==> src/logic/rcrs_pkg.sv <==
/*
  Package for the reset-cause and retention status block: register
  offsets, field positions, reset values and the event carrier struct.
  Assumes a 32-bit APB bus with each register on one aligned word.
*/
package rcrs_pkg;

  // ==========================================================================
  // Register offsets: deep sleep entries are register indices (byte address
  // is four times the index), the others are byte offsets
  // ==========================================================================
  localparam logic [11:0] RCRS_OFF_DSCTL   = 12'h10E; // Deep sleep control index
  localparam logic [11:0] RCRS_OFF_DEEP_SLEEP_WAKE_SOURCE  = 12'h110; // Deep sleep wake source index
  localparam logic [11:0] RCRS_OFF_DSSEM0  = 12'h112; // Semaphore 0 index
  localparam logic [11:0] RCRS_OFF_DSSEM1  = 12'h114; // Semaphore 1 index
  localparam logic [11:0] RCRS_OFF_PRIMARY = 12'h200; // Primary reset control
  localparam logic [11:0] RCRS_OFF_SECOND  = 12'h204; // Second reset control
  localparam logic [11:0] RCRS_OFF_IRQ_ST  = 12'h208; // Interrupt status
  localparam logic [11:0] RCRS_OFF_IRQ_MSK = 12'h20C; // Interrupt mask

  // ==========================================================================
  // Primary reset control field positions
  // ==========================================================================
  localparam int RCRS_P_TRAP   = 15;
  localparam int RCRS_P_ILLOP  = 14;
  localparam int RCRS_P_RETENTION_ENABLE  = 12;
  localparam int RCRS_P_DEEP_SLEEP_FLAG  = 10;
  localparam int RCRS_P_CFGMM  = 9;
  localparam int RCRS_P_PIN    = 7;
  localparam int RCRS_P_SWRST  = 6;
  localparam int RCRS_P_WATCHDOG_TIMEOUT_FLAG   = 4;
  localparam int RCRS_P_SLEEP  = 3;
  localparam int RCRS_P_IDLE   = 2;
  localparam int RCRS_P_BOR    = 1;
  localparam int RCRS_P_POR    = 0;
  localparam int RCRS_P_DEEP_SLEEP_ENABLE   = 15; // In deep sleep control

  // Second reset control fields and implemented masks of second, deep sleep control and wake source
  localparam int RCRS_S_BOR    = 3;
  localparam int RCRS_S_POR    = 2;
  localparam int RCRS_S_BPOR   = 1;
  localparam int RCRS_S_BAT    = 0;
  localparam logic [15:0] RCRS_SECOND_MASK = 16'h000F;
  localparam logic [15:0] RCRS_DSCTL_MASK  = 16'h8003;
  localparam logic [15:0] RCRS_DEEP_SLEEP_WAKE_SOURCE_MASK = 16'h019C;

  // Reset values
  localparam logic [15:0] RCRS_PRIMARY_RST = 16'h0003;
  localparam logic [15:0] RCRS_SECOND_RST  = 16'h000E;
  localparam logic [15:0] RCRS_ZERO16      = 16'h0000;

  // Interrupt status bits
  localparam int RCRS_IRQ_W    = 4;
  localparam int RCRS_I_WATCHDOG_TIMEOUT_FLAG   = 0;
  localparam int RCRS_I_ILLOP  = 1;
  localparam int RCRS_I_SLEEP  = 2;
  localparam int RCRS_I_BOR    = 3;

  // Power-save operands
  localparam logic RCRS_PS_SLEEP = 1'b0;
  localparam logic RCRS_PS_IDLE  = 1'b1;

  // Events from the core and supply monitors
  typedef struct packed {
    logic trap_conflict;
    logic illegal_op;
    logic config_mismatch;
    logic pin_reset;
    logic software_reset;
    logic watchdog_expiry;
    logic watchdog_clear_instruction;
    logic power_save_instruction;
    logic power_save_operand;
    logic brownout;
    logic core_poweron;
    logic backup_exit;
  } rcrs_event_t;

  // Wake events captured into the wake-source register
  typedef struct packed {
    logic ext_int;
    logic fault;
    logic watchdog;
    logic clock_alarm;
    logic pin_reset;
  } rcrs_wake_t;

endpackage

==> src/logic/rcrs_retain.sv <==
/*
  Deep sleep retained registers: control, wake source and two semaphore
  words. Cleared only by the main-supply power-on reset input; assumes
  that domain stays powered from the backup supply pin.
*/
`timescale 1ns/1ps
module rcrs_retain
  import rcrs_pkg::*;
(
  input  wire logic        pclk,
  input  wire logic        main_por_n,    // Main-supply power-on reset, low active
  input  wire logic        wr_ctl,        // Write strobe, control
  input  wire logic        wr_wake,       // Write strobe, wake source
  input  wire logic        wr_sem0,       // Write strobe, semaphore 0
  input  wire logic        wr_sem1,       // Write strobe, semaphore 1
  input  wire logic [15:0] wdata,         // Write data
  input  wire rcrs_wake_t  wake,          // Wake events
  input  wire logic        ds_brownout,   // Brown-out seen in deep sleep
  output logic      [15:0] ctl_reg,       // Deep sleep control
  output logic      [15:0] wake_reg,      // Wake source
  output logic      [15:0] sem0_reg,      // Semaphore 0
  output logic      [15:0] sem1_reg       // Semaphore 1
);

  // ==========================================================================
  // Control: enable writable, brown-out flag sticky
  // ==========================================================================
  always_ff @(posedge pclk or negedge main_por_n) begin
    if (!main_por_n) begin
      ctl_reg <= RCRS_ZERO16;
    end else begin
      if (wr_ctl) begin
        ctl_reg <= wdata & RCRS_DSCTL_MASK;
      end
      // Set wins over a software clear in the same cycle
      if (ds_brownout) begin
        ctl_reg[1] <= 1'b1;
      end
    end
  end

  // Wake source, event set wins
  always_ff @(posedge pclk or negedge main_por_n) begin
    if (!main_por_n) begin
      wake_reg <= RCRS_ZERO16;
    end else begin
      wake_reg <= ((wr_wake ? wdata : wake_reg) & RCRS_DEEP_SLEEP_WAKE_SOURCE_MASK)
                | {7'h00, wake.ext_int, wake.fault, 2'b00, wake.watchdog,
                   wake.clock_alarm, wake.pin_reset, 2'b00};
    end
  end

  // Semaphores survive every reset but main power-on
  always_ff @(posedge pclk or negedge main_por_n) begin
    if (!main_por_n) begin
      sem0_reg <= RCRS_ZERO16;
      sem1_reg <= RCRS_ZERO16;
    end else begin
      if (wr_sem0) begin
        sem0_reg <= wdata;
      end
      if (wr_sem1) begin
        sem1_reg <= wdata;
      end
    end
  end

endmodule

==> src/logic/rcrs_top.sv <==
/*
  Reset-cause and retention status block: primary and second reset
  control flags, deep sleep retained registers, retention regulator
  enable and a masked interrupt. Assumes an APB master on pclk, event
  inputs that are one-cycle pulses synchronous to pclk, and a separate
  main-supply power-on reset for the retained registers.
*/
// The implementer's own choice: register access over APB.
`timescale 1ns/1ps
// Operation
// Main-supply power-on sets second-register power flag
// Core power-on sets primary power-on bit
// Backup power-on flag set at first power-up
// Software may set or clear primary cause flags
// Illegal operation flag set, cleared by power-on
// Watchdog flag cleared by clear, power-save, power-on
// Power-save operand selects sleep, deep, idle flag
// Deep sleep registers zeroed only by main power-on
// Semaphores retained on backup supply
// Retention regulator only during sleep
// Retention needs config bit zero and enable
// Retention powers memory and watchdog in sleep
// Watchdog counter cleared before entering sleep
// Second-register flags cleared by writing zero
// Unimplemented second-register bits read zero
module rcrs_top
  import rcrs_pkg::*;
(
  input  wire logic        pclk,
  input  wire logic        presetn,
  input  wire logic        main_por_n,
  input  wire logic        psel,
  input  wire logic        penable,
  input  wire logic        pwrite,
  input  wire logic [11:0] paddr,
  input  wire logic [31:0] pwdata,
  input  wire logic [3:0]  pstrb,
  output logic             pready,
  output logic      [31:0] prdata,
  output logic             pslverr,
  input  wire rcrs_event_t evt,
  input  wire rcrs_wake_t  wake,
  input  wire logic        main_supply_brownout,
  input  wire logic        deep_sleep_brownout,
  input  wire logic        wake_event,
  input  wire logic        config_low_power_bit,
  input  wire logic        watchdog_enabled,
  output logic             retention_regulator_on,
  output logic             retention_domain_keep,
  output logic             watchdog_counter_clear,
  output logic             sleep_active,
  output logic             irq
);

  // ==========================================================================
  // Decode helpers
  // ==========================================================================
  // Word-aligned match against a byte offset
  function automatic logic hit(input logic [11:0] a, input logic [11:0] off);
    hit = (a[11:2] == off[11:2]);
  endfunction

  // Deep sleep registers are given by index; each index owns one 32-bit word,
  // so neighbouring halfword-spaced indices never share a word
  function automatic logic ds_hit(input logic [11:0] a, input logic [11:0] idx);
    ds_hit = (a[11:2] == idx[9:0]);
  endfunction

  logic        acc;         // Access phase of a write
  logic        rd_acc;      // Access phase of a read
  logic [15:0] wd;          // Low halfword of write data
  logic        lo_en;       // Low lanes written
  assign acc    = psel && penable && pwrite;
  assign rd_acc = psel && penable && !pwrite;
  assign wd     = pwdata[15:0];
  assign lo_en  = pstrb[0] && pstrb[1];
  assign pready = 1'b1;     // Zero wait states

  // Write strobes, one per register
  logic wr_ctl;
  logic wr_wake;
  logic wr_sem0;
  logic wr_sem1;
  logic wr_pri;
  logic wr_sec;
  logic wr_ist;
  logic wr_msk;
  logic known;
  assign wr_ctl  = acc && lo_en && ds_hit(paddr, RCRS_OFF_DSCTL);
  assign wr_wake = acc && lo_en && ds_hit(paddr, RCRS_OFF_DEEP_SLEEP_WAKE_SOURCE);
  assign wr_sem0 = acc && lo_en && ds_hit(paddr, RCRS_OFF_DSSEM0);
  assign wr_sem1 = acc && lo_en && ds_hit(paddr, RCRS_OFF_DSSEM1);
  assign wr_pri  = acc && lo_en && hit(paddr, RCRS_OFF_PRIMARY);
  assign wr_sec  = acc && lo_en && hit(paddr, RCRS_OFF_SECOND);
  assign wr_ist  = acc && lo_en && hit(paddr, RCRS_OFF_IRQ_ST);
  assign wr_msk  = acc && lo_en && hit(paddr, RCRS_OFF_IRQ_MSK);
  assign known   = ds_hit(paddr, RCRS_OFF_DSCTL) || ds_hit(paddr, RCRS_OFF_DEEP_SLEEP_WAKE_SOURCE)
                || ds_hit(paddr, RCRS_OFF_DSSEM0) || ds_hit(paddr, RCRS_OFF_DSSEM1)
                || hit(paddr, RCRS_OFF_PRIMARY) || hit(paddr, RCRS_OFF_SECOND)
                || hit(paddr, RCRS_OFF_IRQ_ST) || hit(paddr, RCRS_OFF_IRQ_MSK);

  // ==========================================================================
  // Retained deep sleep registers
  // ==========================================================================
  logic [15:0] ds_ctl;
  logic [15:0] ds_wake;
  logic [15:0] ds_sem0;
  logic [15:0] ds_sem1;

  rcrs_retain u_retain (
    .pclk        (pclk),
    .main_por_n  (main_por_n),
    .wr_ctl      (wr_ctl),
    .wr_wake     (wr_wake),
    .wr_sem0     (wr_sem0),
    .wr_sem1     (wr_sem1),
    .wdata       (wd),
    .wake        (wake),
    .ds_brownout (deep_sleep_brownout),
    .ctl_reg     (ds_ctl),
    .wake_reg    (ds_wake),
    .sem0_reg    (ds_sem0),
    .sem1_reg    (ds_sem1)
  );

  logic deep_sleep_enable;
  assign deep_sleep_enable = ds_ctl[RCRS_P_DEEP_SLEEP_ENABLE];

  // ==========================================================================
  // Primary reset control flags
  // ==========================================================================
  logic [15:0] primary_reg;
  logic        ps_sleep;    // Power-save with operand 0
  logic        ps_idle;     // Power-save with operand 1
  assign ps_sleep = evt.power_save_instruction && (evt.power_save_operand == RCRS_PS_SLEEP);
  assign ps_idle  = evt.power_save_instruction && (evt.power_save_operand == RCRS_PS_IDLE);

  // Power-on reset is the async reset, so every flag clears there and the
  // power-on and brown-out bits come back set
  always_ff @(posedge pclk or negedge presetn) begin
    if (!presetn) begin
      primary_reg <= RCRS_PRIMARY_RST;
    end else begin
      // Software write first; hardware events then override
      if (wr_pri) begin
        primary_reg <= wd;
      end
      if (evt.watchdog_clear_instruction || evt.power_save_instruction) begin
        primary_reg[RCRS_P_WATCHDOG_TIMEOUT_FLAG] <= 1'b0;
      end
      if (evt.watchdog_expiry) begin
        primary_reg[RCRS_P_WATCHDOG_TIMEOUT_FLAG] <= 1'b1;
      end
      if (evt.illegal_op) begin
        primary_reg[RCRS_P_ILLOP] <= 1'b1;
      end
      if (evt.trap_conflict) begin
        primary_reg[RCRS_P_TRAP] <= 1'b1;
      end
      if (evt.config_mismatch) begin
        primary_reg[RCRS_P_CFGMM] <= 1'b1;
      end
      if (evt.pin_reset) begin
        primary_reg[RCRS_P_PIN] <= 1'b1;
      end
      if (evt.software_reset) begin
        primary_reg[RCRS_P_SWRST] <= 1'b1;
      end
      if (ps_sleep && deep_sleep_enable) begin
        primary_reg[RCRS_P_DEEP_SLEEP_FLAG] <= 1'b1;
      end
      if (ps_sleep && !deep_sleep_enable) begin
        primary_reg[RCRS_P_SLEEP] <= 1'b1;
      end
      if (ps_idle) begin
        primary_reg[RCRS_P_IDLE] <= 1'b1;
      end
      if (main_supply_brownout) begin
        primary_reg[RCRS_P_BOR] <= 1'b1;
      end
      if (evt.core_poweron) begin
        primary_reg[RCRS_P_POR] <= 1'b1;
        primary_reg[RCRS_P_BOR] <= 1'b1;
      end
    end
  end

  // ==========================================================================
  // Second reset control flags: hardware set, software clear only
  // ==========================================================================
  logic [3:0] second_reg;
  logic [3:0] second_next;
  always_comb begin
    second_next = second_reg;
    if (wr_sec) begin
      second_next = second_reg & wd[3:0];
    end
    if (main_supply_brownout) begin
      second_next[RCRS_S_BOR] = 1'b1;
    end
    if (evt.backup_exit) begin
      second_next[RCRS_S_BAT] = 1'b1;
    end
  end

  // Main power-on reset brings supply and backup power-on flags up
  always_ff @(posedge pclk or negedge main_por_n) begin
    if (!main_por_n) begin
      second_reg <= RCRS_SECOND_RST[3:0];
    end else begin
      second_reg <= second_next;
    end
  end

  // ==========================================================================
  // Sleep state and retention regulator
  // ==========================================================================
  // Sleep holds from power-save operand 0 until a wake or reset
  always_ff @(posedge pclk or negedge presetn) begin
    if (!presetn) begin
      sleep_active <= 1'b0;
    end else if (wake_event) begin
      sleep_active <= 1'b0;
    end else if (ps_sleep) begin
      sleep_active <= 1'b1;
    end
  end

  // Regulator only in sleep, never in run or idle
  always_ff @(posedge pclk or negedge presetn) begin
    if (!presetn) begin
      retention_regulator_on <= 1'b0;
      retention_domain_keep  <= 1'b0;
    end else begin
      retention_regulator_on <= sleep_active && !wake_event && !config_low_power_bit
                             && primary_reg[RCRS_P_RETENTION_ENABLE];
      retention_domain_keep  <= sleep_active && !wake_event;
    end
  end

  // Registered pulse on the sleep entry edge, so the counter starts sleep
  // cleared before the watchdog clock is held
  always_ff @(posedge pclk or negedge presetn) begin
    if (!presetn) begin
      watchdog_counter_clear <= 1'b0;
    end else begin
      watchdog_counter_clear <= ps_sleep && watchdog_enabled;
    end
  end

  // ==========================================================================
  // Interrupt status and mask
  // ==========================================================================
  logic [RCRS_IRQ_W-1:0] irq_status_reg;
  logic [RCRS_IRQ_W-1:0] irq_mask_reg;
  logic [RCRS_IRQ_W-1:0] irq_set;
  assign irq_set = {main_supply_brownout, ps_sleep, evt.illegal_op, evt.watchdog_expiry};

  // Write one to clear; a new event in the same cycle stays set
  always_ff @(posedge pclk or negedge presetn) begin
    if (!presetn) begin
      irq_status_reg <= '0;
    end else begin
      irq_status_reg <= (irq_status_reg & ~(wr_ist ? wd[RCRS_IRQ_W-1:0] : '0)) | irq_set;
    end
  end

  always_ff @(posedge pclk or negedge presetn) begin
    if (!presetn) begin
      irq_mask_reg <= '0;
    end else if (wr_msk) begin
      irq_mask_reg <= wd[RCRS_IRQ_W-1:0];
    end
  end

  assign irq = |(irq_status_reg & irq_mask_reg);

  // ==========================================================================
  // Read data and error response
  // ==========================================================================
  logic [15:0] rd_mux;
  always_comb begin
    rd_mux = RCRS_ZERO16;
    if (ds_hit(paddr, RCRS_OFF_DSCTL)) begin
      rd_mux = ds_ctl;
    end else if (ds_hit(paddr, RCRS_OFF_DEEP_SLEEP_WAKE_SOURCE)) begin
      rd_mux = ds_wake;
    end else if (ds_hit(paddr, RCRS_OFF_DSSEM0)) begin
      rd_mux = ds_sem0;
    end else if (ds_hit(paddr, RCRS_OFF_DSSEM1)) begin
      rd_mux = ds_sem1;
    end else if (hit(paddr, RCRS_OFF_PRIMARY)) begin
      rd_mux = primary_reg;
    end else if (hit(paddr, RCRS_OFF_SECOND)) begin
      rd_mux = {12'h000, second_reg} & RCRS_SECOND_MASK;
    end else if (hit(paddr, RCRS_OFF_IRQ_ST)) begin
      rd_mux = {12'h000, irq_status_reg};
    end else if (hit(paddr, RCRS_OFF_IRQ_MSK)) begin
      rd_mux = {12'h000, irq_mask_reg};
    end
  end

  assign prdata  = rd_acc ? {16'h0000, rd_mux} : 32'h0000_0000;
  assign pslverr = psel && penable && !known;

endmodule

==> config.mk <==
export PLATFORM = sky130hd
export DESIGN_NAME = rcrs_top
export DESIGN_NICKNAME = d
export VERILOG_FILES = /design/src/logic/rcrs_pkg.sv /design/src/logic/rcrs_retain.sv /design/src/logic/rcrs_top.sv
export SDC_FILE = /design/constraint.sdc
export NUM_CORES = 1
export LEC_CHECK = 0
export BUFFER_PORTS_ARGS = -buffer_cell sky130_fd_sc_hd__buf_2
export CORE_MARGIN = 2
export CORE_UTILIZATION = 46
export CTS_CLUSTER_SIZE = 16
export DETAILED_ROUTE_END_ITERATION = 8
export PLACE_DENSITY = 0.79
export SYNTH_ARGS = -nofsm -noshare
export SYNTH_HDL_FRONTEND = slang
export SYNTH_SLANG_ARGS = --single-unit
export TNS_END_PERCENT = 30
==> constraint.sdc <==
create_clock -name pclk -period 6.7 [get_ports pclk]
set_clock_uncertainty 0.2 [all_clocks]
set_input_delay 1.005 -clock pclk [delete_from_list [all_inputs] [get_ports pclk]]
set_output_delay 1.005 -clock pclk [all_outputs]
set_load 0.02 [all_outputs]
==> results by group <==
Synthesis
  • Async SR Flop Fraction: between 90% and 100%
  • Ranking of synthesized cells by area: dfrtp_1, mux2_2, dfstp_2
  • Synth unique cells: 50
  • Synth Flop Type: dfrtp_1
  • Synth area leader: dfrtp_1
  • Post-synth EDFFs: 0
  • Share of the synthesized area in the top cell type: between 40% and 50%
  • Synth Instances: about 330
  • Syn avg cell area: ~11 sq um
  • Cell area after synthesis: ~3800 sq um
  • #FFs+latches synth: 72
  • Register area share after synthesis: 47.9%
  • Synth Warn #: 0

Critical path
  • Most used cell, CP: buf_2
  • Critical path's slowest cell: a31oi_1
  • Cell family with most CP delay: compound AO/OA/AOI/OAI gates
  • Setup crit start kind: input port
  • Worst-path cell chain: buf_2, and4b_1, a31oi_1, nand2_1, o2bb2ai_1, buf_2
  • R2r worst-path depth: 2
  • CP endpoint: prdata[15]
  • Worst-path fanout max: 14
  • Worst r2r src: u_retain.wake_reg[3]
  • RR Endpoint: u_retain.wake_reg[3]
  • Worst path max stage delay: ~0.6 ns
  • CP startpoint: paddr[2]
  • Instance count on the critical path: 6
  • Nature of the critical path endpoint: output pin
  • Worst endpoint required time: roughly 5.5 ns
  • Crit path kind: in2out
  • WP data arrival: about 3.1 ns
  • Reg-to-reg slack, setup: approximately 5.6 ns
  • WP buf/inv: 2

Floorplanning
  • Die Span X: 94.6 microns
  • Die Y: between 90 and 100 microns
  • Initial core utilization: between 40% and 50%
  • I/O pins: 115
  • Die area: ~8900 sq um
  • Core area: between 8000 and 9000 sq um
  • Row Count: 33

Pwr
  • Worst vdd ir: about 0.14 mV
  • Pwr/cell area: 211 nW/um^2
  • Pleak: between 0.002 and 0.0025 uW

STA
  • Fin. max-slew vios: 0
  • Final Worst Setup Slack: 2.35 ns
  • Setup TNS: 0 ns
  • Tcrit/Tclk final: 64.9%
  • Final min period: between 4 and 5 ns
  • Final Hold Viols: 0
  • RSZ-0062 raised after global routing: no
  • Final setup fails: 0
  • F_max: ~0.23 GHz
  • Worst slew margin: between 20% and 30%
  • Worst Tran Pin Value: roughly 1.1 ns

Placed design
  • Port Buffers: 76
  • Pre-CTS setup slack: around 2.4 ns
  • HPWL Detailed: around 6700 microns
  • Placer Congestion: between 0.8 and 0.9
  • Placed Area: ~4200 sq um

Detailed routing
  • Routed len/inst: approximately 19 microns
  • WL final: about 9500 microns
  • DRT iter0 DRCs: 255
  • Drt pass-1 iters: 4
  • ANT nets after route: 0
  • Remaining DRCs: 0
  • Via/cell ratio: 5.86
  • Total number of vias: 3000

CTS
  • H-tree levels: 3
  • Clock Tree Buf Depth: 2
  • Clk pin slew, worst setup/hold paths: approximately 0.08 ns
  • CTS Hold Buffers Added: 0
  • Post-CTS sizing: 0
  • CTS root buf: clkbuf_8
  • Clock sinks: slightly above 70
  • Setup bufs post-CTS: 0
  • CTS buffer count: 9
  • CTS tree: yes
  • Worst-Skew Late Latency: around 0.34 ns

Layout
  • Layout fillers: about 710
  • Synth-to-Final Area Change: 17.7%
  • Layout cell share with drive strength beyond 1: 38.8%
  • Most frequent cells in the layout: buf_2, dfrtp_1, mux2_2
  • Final Cell Area: between 4000 and 5000 sq um
  • Final net count: between 400 and 500
  • Most common cell after layout, fill and taps aside: buf_2
  • # diodes: 0

GRT
  • Largest net degree at the start of global routing: 45
  • Gr ovfl total: 0
  • First-pass GRT wire length: ~15000 microns
  • Number of global-route vias before repair: between 3000 and 4000
  • GRT Overall Usage: roughly 23%
  • Initial antenna violation count: 1

Hold path
  • Hold Crit Class: reg2reg

Job
  • MaxCap Viol Count: 0

Outcome
  • Status: finished clean
[layer usage]
metal / wire [microns] / vias up / track usage, % / share of wire [%]
met4: 189 / 2 / 9.90 / 2.0
met2: 4380 / 139 / 36.4 / 46
met1: 4250 / 1483 / 30.9 / 45
met5: 13 / - / 0 / 0.14
met3: 709 / 19 / 3.83 / 7.4
li1: - / 1357 / - / -
[cell usage after synthesis, types with 8 or more instances]
cell,instances
clkbuf_1,10
buf_4,17
nand3_1,10
nand2_1,18
a22o_1,8
a22oi_1,13
nor2_1,23
dfrtp_1,67
and3_1,10
mux2_2,43
o21ai_0,8
[metrics by stage]
stage	power (uW)	hold slack, ns	std cells	util [%]
finish	937	0.260	512	54.9
global route	973	0.274	512	54.9
CTS	944	0.260	512	54.9
detailed placement	519	0.249	496	51.7
global placement	518	0.246	496	51.7
floorplan	485	0.239	344	-
[kinds of logic (layout without fill, tap and decap cells)]
group	count (synthesis)	count (layout)	share of synthesized area (%)
compound gates	72	72	15.1
mux	50	50	16.0
buf+inv	35	98	5.51
xor+xnor	1	1	0.232
flops	72	72	47.9
other cells	2	17	0.199
simple gates	97	97	15.1
[how the worst min path moves through the flow]
| stage | startpoint | slack (ns) | cells past startpoint | endpoint |
|---|---|---|---|---|
| 3_5_place_dp | second_reg[1] | 0.25 | 1 | second_reg[1] |
| 5_1_grt | second_reg[1] | 0.27 | 1 | second_reg[1] |
| 2_1_floorplan | second_reg[1] | 0.24 | 1 | second_reg[1] |
| 6_report | second_reg[1] | 0.26 | 1 | second_reg[1] |
| 4_1_cts | second_reg[1] | 0.26 | 1 | second_reg[1] |
| 3_3_place_gp | second_reg[1] | 0.25 | 1 | second_reg[1] |
[worst reg2reg max path, cell delays in order, from the launching register on]
cell,delay [ns]
dfrtp_1,0.39
o21a_1,0.10
a311o_1,0.32
[final cells by class]
cell class / instances / area, sq um / share of cell area (%)
inverters: 3 / 11.3 / 0.254
multi-input cells: 237 / 1830 / 41.3
repair buffers: 79 / 403 / 9.08
clock buffers: 10 / 138 / 3.10
clock inverters: 6 / 115 / 2.59
well taps: 105 / 131 / 2.96
flip-flops and latches: 72 / 1810 / 40.7
[power breakdown]
part | leakage [uW] | internal [uW] | switching (uW)
registers | 0.000890 | 436 | 0.832
clock network | 0.000123 | 259 | 167
logic | 0.00105 | 22.2 | 51.4
total | 0.00206 | 718 | 220
No activity file was read; power rests on OpenSTA's default activity.
